[src/hw/hra_pkg.sv]
// Purpose: shared constants and types of the remote activation controller
// Assumes: 50 MHz ref_clk, 1 ms timebase tick
// Notes:   timer figures are in milliseconds
package hra_pkg;
   // clock and timebase
   localparam int unsigned CLK_PERIOD_NS = 20;
   localparam int unsigned TICK_PERIOD_NS = 1000000;
   localparam int unsigned TICK_CYCLES = (TICK_PERIOD_NS + CLK_PERIOD_NS - 1) / CLK_PERIOD_NS;
   // timer terminal counts, ms
   localparam logic [14:0] PRE_WAIT_MS = 15'h07d0;   // 2000 ms
   localparam logic [14:0] RESPONSE_MS = 15'h0fa0;   // 4000 ms bound
   localparam logic [14:0] SETTLE_MS   = 15'h0fa0;   // 4000 ms bound
   localparam logic [14:0] ACT_MS      = 15'h7148;   // 29000 ms
   localparam logic [14:0] PEND_MS     = 15'h07d0;   // 2000 ms
   // frame counts
   localparam logic [2:0] SYNC_MISS_MAX = 3'h6;
   localparam logic [2:0] READY_ZEROS   = 3'h6;
   localparam logic [2:0] STUFF_RUN_MAX = 3'h4;
   // register map, byte addresses
   localparam logic [3:0] REG_CTRL   = 4'h0;
   localparam logic [3:0] REG_STATUS = 4'h4;
   localparam int CTRL_QUIET = 0;
   localparam int ST_SYNC_LOST = 4;
   localparam int ST_TIMEOUT = 5;
   localparam int ST_LINE_ABSENT = 6;
   localparam int ST_LOCAL_READY = 7;
   localparam int ST_FAR_READY = 8;
   localparam int ST_SETTLED = 9;
   localparam int ST_LATE = 10;
   localparam logic CTRL_RESET = 1'b0;
   // scrambler taps, 23-bit register
   localparam int SCR_TAP_A = 4;
   localparam int SCR_TAP_B = 22;
   localparam logic [22:0] SCR_SEED = 23'h000001;

   typedef enum logic [3:0] {
      ST_INACTIVE = 4'b0000,
      ST_PRE_WAIT = 4'b0001,
      ST_WAKEUP   = 4'b0010,
      ST_TRAINING = 4'b0011,
      ST_ACT_RX   = 4'b0100,
      ST_ACT_TX   = 4'b0101,
      ST_ACT_TXRX = 4'b0110,
      ST_PENDING  = 4'b0111,
      ST_DEACT    = 4'b1000
   } hra_state_t;

   typedef enum logic [1:0] {
      SLOT_SYNC    = 2'b00,
      SLOT_STUFF   = 2'b01,
      SLOT_OVHD    = 2'b10,
      SLOT_PAYLOAD = 2'b11
   } hra_slot_kind_t;

   // 2B1Q quat codes: sign bit then inverted magnitude
   localparam logic [1:0] LVL_P3 = 2'h2;
   localparam logic [1:0] LVL_M3 = 2'h0;

   typedef struct packed {
      logic           sym_en;
      logic           frame_start;
      hra_slot_kind_t kind;
      logic           ready_slot;
      logic [1:0]     bits;
   } hra_tx_slot_t;

   typedef struct packed {
      logic       frame_end;
      logic       sync_hit;
      logic       indc_bit;
      logic       four_level;
      logic       data_valid;
      logic [1:0] data;
   } hra_rx_t;
endpackage : hra_pkg

[src/hw/hra_remote_activation.sv]
// Purpose: start-up state machine and line signal generator of the remote unit
// Assumes: framer supplies symbol slots, receiver supplies per-frame sync results
// Notes:   line_signal_absent arrives from a pin and is synchronised here
`timescale 1ns/1ps
module hra_remote_activation
   import hra_pkg::*;
#(
   parameter int unsigned TICK_CYC = TICK_CYCLES
)(
   // clock and reset
   input  wire logic         ref_clk,
   input  wire logic         sys_rst,
   // register port
   input  wire logic [3:0]   reg_addr,
   input  wire logic [31:0]  reg_wdata,
   input  wire logic         reg_wr,
   input  wire logic         reg_rd,
   output logic      [31:0]  reg_rdata,
   // line pin and receiver
   input  wire logic         line_signal_absent_pin,
   input  wire hra_rx_t      rx,
   output logic      [1:0]   rx_core_data,
   // transmitter
   input  wire hra_tx_slot_t tx_slot,
   input  wire logic [1:0]   tx_core_data,
   output logic      [1:0]   tx_level,
   output logic              tx_on,
   // status
   output hra_state_t        state,
   output logic              frame_sync_lost,
   output logic              sync_loss_timeout
);
   logic        absent_meta;
   logic        line_signal_absent;
   logic        quiet;
   logic [15:0] tick_cnt;
   logic        tick;
   logic [14:0] step_ms;
   logic [14:0] act_ms;
   logic        act_run;
   logic [14:0] settle_ms;
   logic        settle_run;
   logic        timing_settled;
   logic [14:0] resp_ms;
   logic        resp_run;
   logic        response_late;
   logic        hit_once;
   logic [2:0]  miss_cnt;
   logic [2:0]  zero_cnt;
   logic        far_ready;
   logic        local_ready;
   logic        act_expired;
   logic        step_done;
   logic [22:0] scr;
   logic        stuff_pol;
   logic        next_stuff_pol;
   logic [2:0]  stuff_run;
   logic        ready_bit;
   hra_state_t  next_state;

   function automatic logic [23:0] scramble(input logic [22:0] sr, input logic d);
      logic s;
      s = d ^ sr[SCR_TAP_A] ^ sr[SCR_TAP_B];
      return {s, sr[21:0], s};
   endfunction : scramble

   // line signal pin synchroniser
   always_ff @(posedge ref_clk)
   begin
      if (sys_rst)
      begin
         absent_meta        <= 1'b1;
         line_signal_absent <= 1'b1;
      end
      else
      begin
         absent_meta        <= line_signal_absent_pin;
         line_signal_absent <= absent_meta;
      end
   end

   // millisecond timebase
   always_ff @(posedge ref_clk)
   begin
      if (sys_rst || tick)
         tick_cnt <= 16'h0000;
      else
         tick_cnt <= tick_cnt + 16'h0001;
   end
   assign tick = (tick_cnt == 16'(TICK_CYC - 1));

   // frame sync search
   always_ff @(posedge ref_clk)
   begin
      if (sys_rst)
      begin
         frame_sync_lost <= 1'b1;
         hit_once        <= 1'b0;
         miss_cnt        <= 3'h0;
      end
      else if (rx.frame_end)
      begin
         if (frame_sync_lost)
         begin
            hit_once <= rx.sync_hit && !hit_once;
            if (rx.sync_hit && hit_once)
            begin
               frame_sync_lost <= 1'b0;
               miss_cnt        <= 3'h0;
            end
         end
         else if (rx.sync_hit)
            miss_cnt <= 3'h0;
         else if (miss_cnt == SYNC_MISS_MAX - 3'h1)
         begin
            frame_sync_lost <= 1'b1;
            hit_once        <= 1'b0;
            miss_cnt        <= 3'h0;
         end
         else
            miss_cnt <= miss_cnt + 3'h1;
      end
   end

   // far readiness from the received overhead bit
   always_ff @(posedge ref_clk)
   begin
      if (sys_rst || state == ST_INACTIVE || state == ST_DEACT)
      begin
         zero_cnt  <= 3'h0;
         far_ready <= 1'b0;
      end
      else if (rx.frame_end && !frame_sync_lost)
      begin
         if (rx.indc_bit)
            zero_cnt <= 3'h0;
         else if (zero_cnt != READY_ZEROS)
            zero_cnt <= zero_cnt + 3'h1;
         if (!rx.indc_bit && zero_cnt == READY_ZEROS - 3'h1)
            far_ready <= 1'b1;
      end
   end

   assign local_ready = !frame_sync_lost && state != ST_INACTIVE && state != ST_PRE_WAIT
                        && state != ST_WAKEUP && state != ST_DEACT;
   assign act_expired = act_run && act_ms == ACT_MS;
   assign step_done = (state == ST_PRE_WAIT && step_ms == PRE_WAIT_MS)
                      || (state == ST_PENDING && step_ms == PEND_MS);

   // state step timer: pre-wake-up wait and pending deactivation
   always_ff @(posedge ref_clk)
   begin
      if (sys_rst || next_state != state)
         step_ms <= 15'h0000;
      else if (tick && !step_done)
         step_ms <= step_ms + 15'h0001;
   end

   // activation timer, paused while the training reply is pending
   always_ff @(posedge ref_clk)
   begin
      if (sys_rst || next_state == ST_INACTIVE || next_state == ST_DEACT)
      begin
         act_ms  <= 15'h0000;
         act_run <= 1'b0;
      end
      else if (state == ST_PRE_WAIT && next_state == ST_WAKEUP)
      begin
         act_ms  <= 15'h0000;
         act_run <= 1'b1;
      end
      else if (state == ST_WAKEUP && next_state == ST_TRAINING)
         act_run <= 1'b0;
      else if (state == ST_TRAINING && !act_run && !rx.four_level)
         act_run <= 1'b1;
      else if (act_run && tick && act_ms != ACT_MS)
         act_ms <= act_ms + 15'h0001;
   end

   // timing settle timer from the start of wake-up
   always_ff @(posedge ref_clk)
   begin
      if (sys_rst || state == ST_INACTIVE)
      begin
         settle_ms      <= 15'h0000;
         settle_run     <= 1'b0;
         timing_settled <= 1'b0;
      end
      else if (state == ST_PRE_WAIT && next_state == ST_WAKEUP)
      begin
         settle_ms      <= 15'h0000;
         settle_run     <= 1'b1;
         timing_settled <= 1'b0;
      end
      else if (settle_run && tick)
      begin
         if (settle_ms == SETTLE_MS - 15'h0001)
         begin
            settle_run     <= 1'b0;
            timing_settled <= 1'b1;
         end
         settle_ms <= settle_ms + 15'h0001;
      end
   end

   // response timer: training goes out at once, late flag if limit met
   always_ff @(posedge ref_clk)
   begin
      if (sys_rst || state == ST_INACTIVE)
      begin
         resp_ms       <= 15'h0000;
         resp_run      <= 1'b0;
         response_late <= 1'b0;
      end
      else if (state == ST_WAKEUP && next_state == ST_TRAINING)
      begin
         resp_ms  <= 15'h0000;
         resp_run <= 1'b1;
      end
      else if (resp_run && tx_on && state != ST_WAKEUP)
         resp_run <= 1'b0;
      else if (resp_run && tick)
      begin
         resp_ms <= resp_ms + 15'h0001;
         if (resp_ms == RESPONSE_MS - 15'h0001)
            response_late <= 1'b1;
      end
   end

   // activation state machine
   always_comb
   begin
      next_state = state;
      unique case (state)
         ST_INACTIVE: if (!line_signal_absent) next_state = ST_PRE_WAIT;
         ST_PRE_WAIT:
            if (line_signal_absent)
               next_state = ST_INACTIVE;
            else if (step_done)
               next_state = ST_WAKEUP;
         ST_WAKEUP:
            if (rx.four_level && !frame_sync_lost)
               next_state = ST_TRAINING;
            else if (act_expired)
               next_state = ST_DEACT;
         ST_TRAINING:
            if (!frame_sync_lost)
               next_state = ST_ACT_RX;
            else if (far_ready)
               next_state = ST_ACT_TX;
            else if (act_expired)
               next_state = ST_DEACT;
         ST_ACT_RX: if (far_ready || act_expired) next_state = ST_ACT_TXRX;
         ST_ACT_TX: if (local_ready || act_expired) next_state = ST_ACT_TXRX;
         ST_ACT_TXRX: if (frame_sync_lost) next_state = ST_PENDING;
         ST_PENDING:
            if (!frame_sync_lost)
               next_state = ST_ACT_TXRX;
            else if (step_done)
               next_state = ST_DEACT;
         ST_DEACT: if (line_signal_absent) next_state = ST_INACTIVE;
         default: next_state = ST_INACTIVE;
      endcase
      if (quiet && state != ST_INACTIVE)
         next_state = ST_DEACT;
   end

   always_ff @(posedge ref_clk)
   begin
      if (sys_rst)
         state <= ST_INACTIVE;
      else
         state <= next_state;
   end

   // sync loss timeout flag, set wins over clear
   always_ff @(posedge ref_clk)
   begin
      if (sys_rst)
         sync_loss_timeout <= 1'b0;
      else if (state == ST_PENDING && next_state == ST_DEACT && !quiet)
         sync_loss_timeout <= 1'b1;
      else if (reg_wr && reg_addr == REG_STATUS && reg_wdata[ST_TIMEOUT])
         sync_loss_timeout <= 1'b0;
   end

   // line transmitter
   assign ready_bit = !local_ready;
   assign next_stuff_pol = !stuff_pol;
   always_ff @(posedge ref_clk)
   begin
      if (sys_rst)
      begin
         scr       <= SCR_SEED;
         stuff_pol <= 1'b0;
         stuff_run <= 3'h0;
         tx_level  <= LVL_M3;
         tx_on     <= 1'b0;
      end
      else if (tx_slot.sym_en)
      begin
         tx_on <= state inside {ST_WAKEUP, ST_TRAINING, ST_ACT_RX, ST_ACT_TX, ST_ACT_TXRX, ST_PENDING};
         if (tx_slot.frame_start)
         begin
            stuff_pol <= next_stuff_pol;
            stuff_run <= (next_stuff_pol == stuff_pol) ? stuff_run + 3'h1 : 3'h1;
         end
         unique case (tx_slot.kind)
            SLOT_SYNC: tx_level <= tx_slot.bits;
            SLOT_STUFF: tx_level <= stuff_pol ? LVL_P3 : LVL_M3;
            default:
            begin
               logic [23:0] a;
               logic [23:0] b;
               logic [1:0]  d;
               a = 24'h000000;
               b = 24'h000000;
               d = 2'h3;
               if (state == ST_ACT_TX || state == ST_ACT_TXRX || state == ST_PENDING)
                  d = (tx_slot.kind == SLOT_PAYLOAD && far_ready) ? tx_core_data : d;
               if (tx_slot.kind == SLOT_OVHD && state != ST_WAKEUP)
                  d = tx_slot.ready_slot ? {ready_bit, tx_slot.bits[0]} : tx_slot.bits;
               if (state == ST_WAKEUP)
                  d = 2'h3;
               a = scramble(scr, d[1]);
               b = scramble(a[22:0], d[0]);
               scr <= b[22:0];
               if (state == ST_WAKEUP)
                  tx_level <= a[23] ? LVL_P3 : LVL_M3;
               else
                  tx_level <= {a[23], b[23]};
            end
         endcase
      end
   end

   // receive data towards the core
   always_ff @(posedge ref_clk)
   begin
      if (sys_rst)
         rx_core_data <= 2'h3;
      else if (rx.data_valid)
         rx_core_data <= (state inside {ST_ACT_RX, ST_ACT_TXRX, ST_PENDING}) ? rx.data : 2'h3;
   end

   // register port
   always_ff @(posedge ref_clk)
   begin
      if (sys_rst)
         quiet <= CTRL_RESET;
      else if (reg_wr && reg_addr == REG_CTRL)
         quiet <= reg_wdata[CTRL_QUIET];
   end

   always_ff @(posedge ref_clk)
   begin
      if (sys_rst || !reg_rd)
         reg_rdata <= 32'h00000000;
      else if (reg_addr == REG_CTRL)
         reg_rdata <= {31'h00000000, quiet};
      else if (reg_addr == REG_STATUS)
         reg_rdata <= {21'h000000, response_late, timing_settled, far_ready, local_ready,
                       line_signal_absent, sync_loss_timeout, frame_sync_lost, state};
      else
         reg_rdata <= 32'h00000000;
   end
endmodule : hra_remote_activation

[config.mk]
export PLATFORM = sky130hd
export DESIGN_NAME = hra_remote_activation
export DESIGN_NICKNAME = d
export VERILOG_FILES = /design/src/hw/hra_pkg.sv /design/src/hw/hra_remote_activation.sv
export SDC_FILE = /design/constraint.sdc
export NUM_CORES = 1
export LEC_CHECK = 0
export ABC_AREA = 1
export BUFFER_PORTS_ARGS = -buffer_cell sky130_fd_sc_hd__buf_2
export CAP_MARGIN = 25
export CORE_MARGIN = 2
export CORE_UTILIZATION = 55
export CTS_BUF_LIST = sky130_fd_sc_hd__clkbuf_8
export DETAILED_ROUTE_END_ITERATION = 10
export HOLD_SLACK_MARGIN = 0.06
export PLACE_DENSITY = 0.85
export SYNTH_ARGS = -nofsm -noshare
export SYNTH_HDL_FRONTEND = slang
export SYNTH_SLANG_ARGS = --single-unit
export TNS_END_PERCENT = 30
[constraint.sdc]
create_clock -name ref_clk -period 2.7 [get_ports ref_clk]
set_clock_uncertainty 0.1 [all_clocks]
set_input_delay 0.27 -clock ref_clk [delete_from_list [all_inputs] [get_ports ref_clk]]
set_output_delay 0.27 -clock ref_clk [all_outputs]
set_load 0.01 [all_outputs]
==> summary.md, run 1 <==
| Metric | Value |
|---|---|
| Sequential power share | 51.0% |
| CTS tree | done |
| GRT overflow | 0 |
| Largest stage delay on the critical path | 0.57 ns |
| DRT antenna net count | 0 |
| CP arrival | 2.76 ns |
| Net switching power | between 0.0009 and 0.001 W |
| Crit path max-delay cell type | dlygate4sd3_1 |
| Flop-to-flop setup slack | approximately 0.23 ns |
| Critical Path Source Type | register |
| Fin crit share | 91.41% |
| H-tree level count | 4 |
| Detailed Route WL | 15360 microns |
| Fillers | about 1100 |
| Min cycle time layout | roughly 2.5 ns |
| Post-synthesis sequential area ratio | approximately 40% |
| R2R Path Start | state[0] |
| Relative slew slack | between 50 and 60% |
| Top post-synthesis cells by count | 166 x nand2_1, 147 x nor2_1, 138 x dfxtp_1, 136 x inv_1, 64 x nand3_1 |
| First-pass GRT wire length | between 20000 and 30000 microns |
| Setup tns final | 0 ns |
| Ys Warns | 0 |
| Syn Inst Count | 987 |
| Clk_lat worst skew | 0.45 ns |
| Final Net Count | between 1000 and 1500 |
| Setup crit end kind | register |
| WS Path Type | register to register |
| Antenna violations before repair | 0 |
| Synth cell types | 41 |
| Initial DRC count | about 440 |
| Post-synth EDFFs | 0 |
| Cell count after placement | about 1200 |
| Ant. Diodes | 0 |
| Final setup vio count | 0 |
| Postcts setup bufs | 0 |
| Max Buffers Root-to-Sink | 2 |
| CP Cell Sequence | inv_1, nor2_1, inv_1, nand2_1, o21ai_0, dlygate4sd3_1, nand3_1, dlygate4sd3_1 |
| Via/cell ratio | just over 5 |
| Die ar. | about 14000 sq um |
| RSZ-0062 raised after global routing | false |
| Switching part of the total | 24.29% |
| Vias in the first global route | between 6000 and 7000 |
| Worst r2r path cells | 8 |
| Status | complete, no violations |
| WP data required | 2.99 ns |
| WL/cell | approximately 12 microns |
| Largest net degree at the start of global routing | 26 |
| CTS clk-pin slew, worst paths | 0.09 ns |
| Share of layout cells above drive strength 1 | 11.15% |
| Total CTS buffers | 17 |
| # DRC | 0 |
| Worst-path fanout max | 9 |
| Utilization after layout | 62.89% |
| Core Rows | 41 |
| Peak Freq | 0.4052 GHz |
| GP Congestion | ~0.9 |
| Async set-or-reset flop fraction in the synthesized netlist | 0% |
| Finished Layout Cells | about 1200 |
| Power per cell area | between 500 and 600 nW/um^2 |
| Cell with the most instances after synthesis | nand2_1 |
| Critical Path End | rx_core_data[1] |
| Gate power share | 4.8% |
| Mean Syn Cell Area | between 7 and 8 sq um |
| Peak supply drop | about 0.53 mV |
| Total iterations of the first detailed-routing run | 5 |
| I/O Buffers | 48 |
| Max-slew violations | 0 |
| Pint | 0.003103 W |
| Slew @ Worst Pin | between 0.6 and 0.7 ns |
| Initial Utilization | between 50% and 60% |
| Die Span Y | about 120 microns |
| Crit. Startpoint | state[0] |
| CTS Sinks | between 100 and 150 |
| Min-delay worst type | input port to register |
| Detail Placement HPWL | 10410 microns |
| Area Overhead vs Synth | 13.00% |
| Final hold vios | 0 |
| Synth top area cells | dfxtp_1 40%, nand2_1 8.9%, nor2_1 7.9% |
| CTS root buf | clkbuf_8 |
| Area of the mapped netlist | roughly 7000 sq um |
| Vias post-DR | between 6000 and 7000 |
| Synth Flop Type | dfxtp_1 |
| Max Cap Viol | 0 |
| Reg2reg end | rx_core_data[1] |
| GRT Overall Usage | 24.21% |
| I/O pin total | 100 |
| Seq cells post-synth | around 140 |
| Static Leak | about 3.1 nW |
| Horiz. Die Dim | roughly 120 microns |
| Post-synth top area cell | dfxtp_1 |
| Core area | about 13000 sq um |
| Clock power frac | between 40% and 50% |
| Share of the synthesized area in the top cell type | about two fifths |
-- flip-flops by register name, summed over array words and instances, names as in the netlist, 2 cells and up --
name	count
zero_cnt	3
step_ms	15
rx_core_data	2
settle_ms	15
act_ms	15
tick_cnt	16
miss_cnt	3
state	4
resp_ms	15
tx_level	2
scr	23
reg_rdata	11
-- power by group through the flow --
stage | combinational (W) | sequential, W | clock, W
2_1_floorplan | 0.000146 | 0.00213 | 0
3_3_place_gp | 0.000172 | 0.00214 | 0
3_5_place_dp | 0.000177 | 0.00214 | 0
4_1_cts | 0.000195 | 0.00209 | 0.00185
5_1_grt | 0.000228 | 0.00210 | 0.00193
6_report | 0.000199 | 0.00209 | 0.00181
-- worst min path at each step --
stage | slack, ns | end | cells past startpoint | startpoint
after floorplan | 0.26 | tx_on | 1 | tx_slot[6]
after global placement | 0.30 | line_signal_absent | 1 | absent_meta
after detailed placement | 0.30 | line_signal_absent | 1 | absent_meta
after CTS | 0.07 | tx_level[0] | 3 | tx_slot[0]
after global routing | 0.09 | hit_once | 3 | rx[5]
final | 0.1 | hit_once | 3 | rx[5]
-- area by class of cell --
type	count	area (sq um)	share of cell area (%)
multi-input cells	687	3493	44.37
flip-flops and latches	138	2763	35.09
inverters	141	529.3	6.723
repair buffers	69	440.4	5.594
clock buffers	18	247.7	3.147
well taps	172	215.2	2.734
clock inverters	14	183.9	2.336
-- cell families after synthesis --
logic type | Yosys count | share of synthesized area [%]
and+or+nand+nor | 483 | 31.20
buffers and inverters | 182 | 11.42
DFF | 138 | 39.66
AOI/OAI and AO/OA | 125 | 9.771
xor gates and xnor gates | 46 | 5.783
adders and majority gates | 10 | 1.796
muxes | 2 | 0.3233
other | 1 | 0.05383
-- cell usage in the layout, fill, tap and decap left out, types with 4 or more instances in the layout --
master	count
inv_2	5
a21oi_1	60
inv_6	6
ha_1	10
nand2_1	166
o21ai_0	45
clkbuf_8	18
nor3b_1	7
nand4_1	25
nand2_2	7
nor3_1	34
a31oi_1	5
conb_1	21
nand3_1	64
nand3_2	4
xnor2_1	6
xor2_1	40
a211oi_1	4
nor2_2	6
inv_1	136
nor2_1	147
buf_2	48
dfxtp_1	138
nor4_1	8
or2_2	5
buf_4	4
dlygate4sd3_1	17
-- critical path, delay by kind of cell (launching register included) --
family	cells	cell delay [ns]
compound gates	1	0.07
buf+inv	4	1.32
flops	1	0.56
simple gates	3	0.39
-- what timing repair did --
action,CTS,global route
setup endpoints to repair,0,10
gates resized for setup,0,2
endpoints found under the hold margin,12,0
hold buffers,17,0
-- metal layers --
metal	global-route usage [%]	part of all wire (%)	up-vias
met4	9.725	2.2	0
met5	0	0	-
met2	41.47	48	193
met1	29.09	44	2940
met3	6.227	6.0	35
li1	-	-	3265
-- metrics by stage --
stage / hold WS, ns / setup slack, ns / instance area [sq um] / total power (W)
floorplan: 0.2641 / 0.6671 / 7042 / 0.002280
global placement: 0.3048 / 0.3183 / 7261 / 0.002309
detailed placement: 0.3008 / 0.2604 / 7261 / 0.002316
CTS: 0.06999 / 0.1734 / 7863 / 0.004132
global route: 0.09117 / 0.02134 / 7873 / 0.004252
finish: 0.09633 / 0.2320 / 7873 / 0.004099
Power figures use the tool's default switching activity.
==> inputs of run 2 (changes only) <==
- CORE_UTILIZATION: 55 -> 54
- PLACE_DENSITY: 0.85 -> 0.87
- SLEW_MARGIN: not set -> 10
- clock period: 2.7 -> 2.2 ns (I/O delays scaled with it)
==> run 2 against run 1 <==
Compared with the run above:
- the run now ends with setup timing left
- sequential cell count stayed put
- wire length is 25% higher
- critical path depth is 11 higher
- sequential share of layout area is 3.2 points lower
- die area is 1.8% higher
- sequential power is 23% higher
- count of clock-buffer cells in the layout is 1 lower
- cell count is 4.5% higher
- combinational power is 47% higher
- maximum frequency is 5.2% higher
- critical path type unchanged
==> summary.md, run 2 (synthesized netlist as in run 1, its figures left out) <==
| Metric | Value |
|---|---|
| RSZ-0062 raised after global routing | true |
| WL/cell | 14.87 microns (+20%) |
| Relative slew slack | 55.72% (-1.2 points) |
| DRT antenna net count | 0 (unchanged) |
| Die ar. | 13830 sq um (+1.8%) |
| CTS tree | done |
| Vias post-DR | 7164 (+11%) |
| Peak supply drop | 0.5262 mV (-0.92%) |
| Utilization after layout | 69.02% (+6.1 points) |
| Via/cell ratio | 5.532 (+6.5%) |
| Largest net degree at the start of global routing | 32 (+23%) |
| Ant. Diodes | 0 (unchanged) |
| Clock power frac | 41.9% (-2.2 points) |
| Setup crit end kind | register |
| Final Net Count | 1177 (+5.0%) |
| Max Cap Viol | 0 (unchanged) |
| Status | finished, violations left |
| Area Overhead vs Synth | 25.02% |
| Vias in the first global route | 6397 (+3.8%) |
| Register name with the most flops | scr |
| Leading cell types in the layout, fill and taps excluded | 152 x nand2_1, 131 x inv_1, 127 x dfxtp_1, 124 x nor2_1, 57 x nand3_1 |
| Initial Utilization | 55.21% (-0.45 points) |
| Detailed Route WL | 19260 microns (+25%) |
| First-pass GRT wire length | 27360 microns (+3.8%) |
| Antenna violations before repair | 0 (unchanged) |
| Die Span Y | 117.6 microns (+0.89%) |
| Gate power share | 5.9% (+1.1 points) |
| Biggest regs | scr x23, tick_cnt x16 |
| CTS root buf | clkbuf_8 |
| Final hold vios | 0 (unchanged) |
| Max-slew violations | 0 (unchanged) |
| Core Rows | 41 (unchanged) |
| GRT Overall Usage | 23.72% (-0.49 points) |
| Sequential power share | 52.1% (+1.1 points) |
| Initial DRC count | 657 (+50%) |
| I/O Buffers | 48 (unchanged) |
| Sequential cell area | 2779 sq um (+0.59%) |
| WP data required | 2.48 ns (-0.51 ns) |
| Power per cell area | 565.1 nW/um^2 (+8.5%) |
| # DRC | 0 (unchanged) |
| Failing checks | setup timing |
| Finished Layout Cells | 1295 (+4.5%) |
| Max reg flops | 23 (unchanged) |
| Detail Placement HPWL | 11090 microns (+6.6%) |
| Slew @ Worst Pin | 0.6623 ns (+0.01744 ns) |
| GRT overflow | 0 (unchanged) |
| Pint | 0.003663 W (+18%) |
| Critical Path Source Type | register |
| Max Buffers Root-to-Sink | 2 (unchanged) |
| Cell count after placement | 1225 (+2.9%) |
| Total iterations of the first detailed-routing run | 6 (+1) |
| Core area | 12620 sq um (+0.82%) |
| Total CTS buffers | 17 (unchanged) |
| H-tree level count | 4 (unchanged) |
| Clk_lat worst skew | 0.47 ns (+0.02 ns) |
| Static Leak | 3.416 nW (+11%) |
| WS Path Type | register to register |
| Worst setup margin | -0.1458 ns (-0.3778 ns) |
| Worst-path fanout max | 15 (+6) |
| Share of layout cells above drive strength 1 | 21.64% (+10 points) |
| Min cycle time layout | 2.346 ns (-0.1222 ns) |
| Net switching power | 0.001259 W (+26%) |
| Multi-input logic area | 3864 sq um (+11%) |
| Peak Freq | 0.4263 GHz (+5.2%) |
| Switching part of the total | 25.58% (+1.3 points) |
| Flop-to-flop setup slack | -0.15 ns (-0.38 ns) |
| CTS clk-pin slew, worst paths | 0.08 ns (about the same) |
| CTS Sinks | 138 (unchanged) |
| Fillers | 927 (-17%) |
| I/O pin total | 100 (unchanged) |
| CP arrival | 2.62 ns (-0.14 ns) |
| Commonest non-fill, non-tap cell in the layout | nand2_1 |
| GP Congestion | 0.9951 (+8.1%) |
| Horiz. Die Dim | 117.6 microns (+0.89%) |
| Final setup vio count | 43 (+43) |
| Fin crit share | 106.6% (+15 points) |
| Min-delay worst type | input port to register |
[run 2: cell types whose count changed in the layout (fill, tap and decap cells not counted), moves of 10 or more]
cell | before | now
buf_4 | 4 | 42
dfxtp_1 | 138 | 127
dfxtp_2 | 0 | 10
nand2_1 | 166 | 152
nand2_2 | 7 | 17
nor2_1 | 147 | 124
nor2_2 | 6 | 17
nor2_4 | 0 | 12
[run 2: critical path: stages, from the launching register on]
cell,delay [ns]
dfxtp_2,0.34
inv_2,0.05
ha_4,0.16
nand2_2,0.08
inv_2,0.04
nand2_2,0.06
nor2_4,0.04
nand3_4,0.09
nand2_1,0.06
nand2_1,0.05
nand2_1,0.08
nand2_1,0.08
nand2_1,0.11
nand2_2,0.11
nand2_4,0.10
buf_4,0.17
o21bai_4,0.12
buf_12,0.15
nand2_1,0.05
a21oi_1,0.21
[run 2: final cells by class]
type | count | area share (%)
inverter | 141 | 6.077
tap | 172 | 2.471
timing repair buffer | 123 | 10.76
clock inverter | 15 | 1.738
clock buffer | 17 | 2.686
multi-input combinational | 689 | 44.36
sequential | 138 | 31.91
[run 2: final timing paths]
kind | from | to | cells past startpoint
max | act_ms[1] | act_ms[14] | 19
min | rx[3] | act_run | 4
max reg2reg | act_ms[1] | act_ms[14] | 19
min reg2reg | absent_meta | line_signal_absent | 1
[run 2: what timing repair did]
action | 4_1_cts | 5_1_grt
endpoints found under the setup margin | 27 | 68
resized for setup | 9 | 103
hold buffers | 24 | 0
pin swaps | 2 | 22
setup buffers | 2 | 9
endpoints found under the hold margin | 19 | 0
cloned | 0 | 3
[run 2: power groups by stage]
stage	clock, W	combinational [W]	sequential, W
final	0.00206	0.000293	0.00257
after global routing	0.00219	0.000323	0.00257
after CTS	0.00207	0.000261	0.00256
after detailed placement	0	0.000229	0.00262
after global placement	0	0.000222	0.00262
after floorplan	0	0.000179	0.00262
[run 2: per-stage QoR]
| step | hold WS, ns | instance area (sq um) | total power, W | setup slack [ns] | TNS (ns) |
|---|---|---|---|---|---|
| finish | 0.09388 | 8710 | 0.004922 | -0.1458 | -2.225 |
| global route | 0.08872 | 8710 | 0.005086 | -0.2096 | -7.960 |
| CTS | 0.06927 | 8233 | 0.004891 | -0.01706 | -0.02209 |
| detailed placement | 0.2980 | 7548 | 0.002851 | -0.03815 | -0.08398 |
| global placement | 0.2936 | 7548 | 0.002843 | 0.03619 | 0 |
| floorplan | 0.2141 | 7042 | 0.002798 | 0.1671 | 0 |
[run 2: per-layer routing]
metal  track usage [%]  vias up  wire length, microns  share of wire, %
met4             9.864        0                   723               3.8
li1                  -     3383                     -                 -
met2             40.20      387                  9462                49
met1             28.08     3313                  7574                39
met3             6.977       81                  1498               7.8
met5                 0        -                     0                 0
==> inputs of run 3 (changes only) <==
- ABC_AREA: 1 -> not set
- CELL_PAD_IN_SITES_DETAIL_PLACEMENT: not set -> 0
- CELL_PAD_IN_SITES_GLOBAL_PLACEMENT: not set -> 1
- CORE_UTILIZATION: 54 -> 40
==> run 3 against run 2 <==
Compared with the run above:
- the flow still finishes with violations (setup timing)
- register-to-register slack worse by 0.67 ns
- total power grew 1.7%
- hold slack got worse by 0.011 ns
- sequential share of layout area fell by 0.76 points
- global-route usage is 5.0 points lower
- die area grew 24%
- count of clock-buffer cells in the layout grew 4
- synthesized cell count fell by 22%
- non-clock buffer count is 79 higher
- synthesized area decreased by 7.3%
==> summary.md, run 3 <==
| Metric | Value |
|---|---|
| Status | finished, violations left |
| Failing checks | setup timing |
| Delay-heaviest family, CP | simple AND/OR/NAND/NOR gates |
| CP Cell Sequence | inv_2, ha_4, or4b_4, or4_4, a221oi_4, buf_4, a21oi_4, or4b_4, xor2_1, nor2_2 |
| Final Net Count | 1028 (-13%) |
| WL/cell | 13.11 microns (-12%) |
| Gate power share | 5.3% (-0.6 points) |
| Synth cell types | 65 (+59%) |
| Max Cap Viol | 0 (unchanged) |
| I/O Buffers | 48 (unchanged) |
| Worst setup margin | -0.8204 ns (-0.6747 ns) |
| Total iterations of the first detailed-routing run | 8 (+2) |
| Vias post-DR | 5810 (-19%) |
| Static Leak | 3.368 nW (-1.4%) |
| Setup crit end kind | register |
| Cell with the most instances after synthesis | dfxtp_1 |
| WS Path Type | register to register |
| Via/cell ratio | 4.882 (-12%) |
| Post-synth EDFFs | 0 (unchanged) |
| Min-delay worst type | input port to register |
| Area Overhead vs Synth | 37.58% |
| Seq cells post-synth | 138 (unchanged) |
| Critical Path Most Common Cell | or4b_4 |
| Reg2reg end | act_ms[8] |
| R2R Path Start | step_ms[0] |
| GRT overflow | 0 (unchanged) |
| CTS clk-pin slew, worst paths | 0.08 ns (about the same) |
| Synth Flop Type | dfxtp_1 |
| Total CTS buffers | 17 (unchanged) |
| Placed Area | 7777 sq um (+3.0%) |
| Setup tns final | -43.46 ns (-41.23 ns) |
| Critical Path Source Type | register |
| Synth top area cells | dfxtp_1 43%, nor2_1 6.6%, xnor2_1 5.8% |
| Antenna violations before repair | 0 (unchanged) |
| Peak supply drop | 0.3767 mV (-28%) |
| Core Rows | 46 (+12%) |
| Biggest regs | scr x23, tick_cnt x16 |
| Flop-to-flop setup slack | -0.82 ns (-0.67 ns) |
| Commonest non-fill, non-tap cell in the layout | dfxtp_1 |
| Power per cell area | 563.5 nW/um^2 (-0.30%) |
| Clock power frac | 44.2% (+2.3 points) |
| Finished Cell Area | 8882 sq um (+2.0%) |
| CTS root buf | clkbuf_8 |
| Syn Inst Count | 769 (-22%) |
| Crit path max-delay cell type | or4_4 |
| Largest stage delay on the critical path | 0.55 ns (+0.21 ns) |
| Peak Freq | 0.3311 GHz (-22%) |
| CP arrival | 3.28 ns (+0.66 ns) |
| Utilization after layout | 56.12% (-13 points) |
| Critical Path End | act_ms[8] |
| Largest net degree at the start of global routing | 31 (-3.1%) |
| Clk_lat worst skew | 0.46 ns (about the same) |
| Worst r2r path cells | 10 (-9) |
| Detail Placement HPWL | 11010 microns (-0.69%) |
| Final setup vio count | 70 (+63%) |
| Final hold vios | 0 (unchanged) |
| Ys Warns | 0 (unchanged) |
| GRT Overall Usage | 18.77% (-5.0 points) |
| Relative slew slack | 51.92% (-3.8 points) |
| Max reg flops | 23 (unchanged) |
| Share of layout cells above drive strength 1 | 29.16% (+7.5 points) |
| Worst-path fanout max | 5 (-10) |
| Crit. Startpoint | step_ms[0] |
| Net switching power | 0.001133 W (-10%) |
| Mean Syn Cell Area | 8.396 sq um (+19%) |
| Post-synth top area cell | dfxtp_1 |
| Power, Total | 0.005005 W (+1.7%) |
| Vias in the first global route | 5407 (-15%) |
| Die ar. | 17170 sq um (+24%) |
| Share of the synthesized area in the top cell type | 42.79% (+3.1 points) |
| Min cycle time layout | 3.020 ns (+0.6747 ns) |
| # DRC | 0 (unchanged) |
| Initial Utilization | 40.79% (-14 points) |
| Core area | 15830 sq um (+25%) |
| I/O pin total | 100 (unchanged) |
| RSZ-0062 raised after global routing | true |
| Fin crit share | 137.3% (+31 points) |
| Initial DRC count | 316 (-52%) |
| Async set-or-reset flop fraction in the synthesized netlist | 0% (unchanged) |
| Die Span Y | 131.0 microns (+11%) |
| Max Buffers Root-to-Sink | 2 (unchanged) |
| First-pass GRT wire length | 25300 microns (-7.5%) |
| CP Buf/Inv Count | 2 (-2) |
| Horiz. Die Dim | 131.0 microns (+11%) |
| Crit. path cell count | 10 (-9) |
| Detailed Route WL | 15610 microns (-19%) |
| CTS Sinks | 138 (unchanged) |
| Max-slew violations | 0 (unchanged) |
| Ant. Diodes | 0 (unchanged) |
| Sequential power share | 50.5% (-1.6 points) |
| H-tree level count | 4 (unchanged) |
| DP Worst Slack | -0.9536 ns (-0.9154 ns) |
| Post-synthesis sequential area ratio | 42.79% (+3.1 points) |
| Leading cell types in the layout, fill and taps excluded | 135 x dfxtp_1, 122 x buf_4, 100 x nor2_1, 80 x nand2_1, 48 x buf_2 |
| Register name with the most flops | scr |
| GP Congestion | 0.8898 (-11%) |
| Pint | 0.003871 W (+5.7%) |
| CTS tree | done |
| WP data required | 2.46 ns (-0.02 ns) |
| DRT antenna net count | 0 (unchanged) |
| Top post-synthesis cells by count | 138 x dfxtp_1, 114 x nor2_1, 82 x nand2_1, 43 x xnor2_1, 36 x a21oi_1 |
| Switching part of the total | 22.65% (-2.9 points) |
| Area of the mapped netlist | 6456 sq um (-7.3%) |
| Slew @ Worst Pin | 0.7212 ns (+0.05882 ns) |
run 3: cell count changes after synthesis, moves of 24 or more:
cell	before	now
inv_1	136	20
nand2_1	166	82
xnor2_1	6	43
nor2_1	147	114
nand3_1	64	35
o21ai_0	45	18
a21oi_1	60	36
run 3: what timing repair did:
item,in CTS,in global routing
cloned,0,0
pin swaps,15,21
hold endpoints to repair,16,0
hold buffers,18,0
gates resized for setup,40,43
setup endpoints to repair,73,74
buffers inserted,6,4
run 3: area by class of cell:
cell class              instances  area (sq um)
inverters                      20         75.07
fillers                      1407          6945
multi-input cells             582          3799
clock buffers                  21         289.0
clock inverters                11         145.1
well taps                     216         270.3
flip-flops and latches        138          2766
repair buffers                202          1538
run 3: kinds of logic (layout without fill, tap and decap cells):
kind of cell    Yosys count  after routing  share of synthesized area [%]
compound gates           92             92                          9.516
xor+xnor                 73             73                          9.903
fa+ha+maj                11             11                          2.093
buf+inv                  69            254                          5.407
flops                   138            138                          42.79
mux                       6              6                         0.9303
other cells               1             21                        0.05808
simple gates            379            379                          29.30
run 3: worst min path at each step:
stage / start / endpoint / depth (start not counted)
6_report: reg_addr[2] / quiet / 4
5_1_grt: reg_addr[2] / quiet / 4
4_1_cts: reg_addr[2] / quiet / 4
3_5_place_dp: line_signal_absent_pin / absent_meta / 2
3_3_place_gp: absent_meta / line_signal_absent / 1
2_1_floorplan: line_signal_absent_pin / absent_meta / 1
run 3: metal layers:
layer / up-vias / GRT usage [%] / share of wire [%]
met5: - / 0 / 0
met4: 0 / 8.198 / 2.3
met3: 32 / 4.316 / 3.7
met2: 116 / 29.84 / 46
met1: 2675 / 24.44 / 48
li1: 2987 / - / -
run 3: power groups by stage:
stage | clock network, W | registers (W) | logic (W)
floorplan | 0 | 0.00258 | 0.000152
global placement | 0 | 0.00258 | 0.000219
detailed placement | 0 | 0.00259 | 0.000220
CTS | 0.00226 | 0.00253 | 0.000256
global route | 0.00236 | 0.00253 | 0.000289
finish | 0.00221 | 0.00253 | 0.000264
run 3: metrics by stage:
| stage | hold WS (ns) | std cells |
|---|---|---|
| 5_1_grt | 0.09854 | 1190 |
| 6_report | 0.08324 | 1190 |
| 4_1_cts | 0.06897 | 1186 |
| 3_5_place_dp | 0.3091 | 1130 |
| 2_1_floorplan | 0.2238 | 789 |
| 3_3_place_gp | 0.3033 | 1130 |
run 3: worst min-delay path, stage by stage:
cell,delay (ns)
buf_2,0.14
nor2_1,0.07
mux2i_1,0.10
nor2_1,0.07
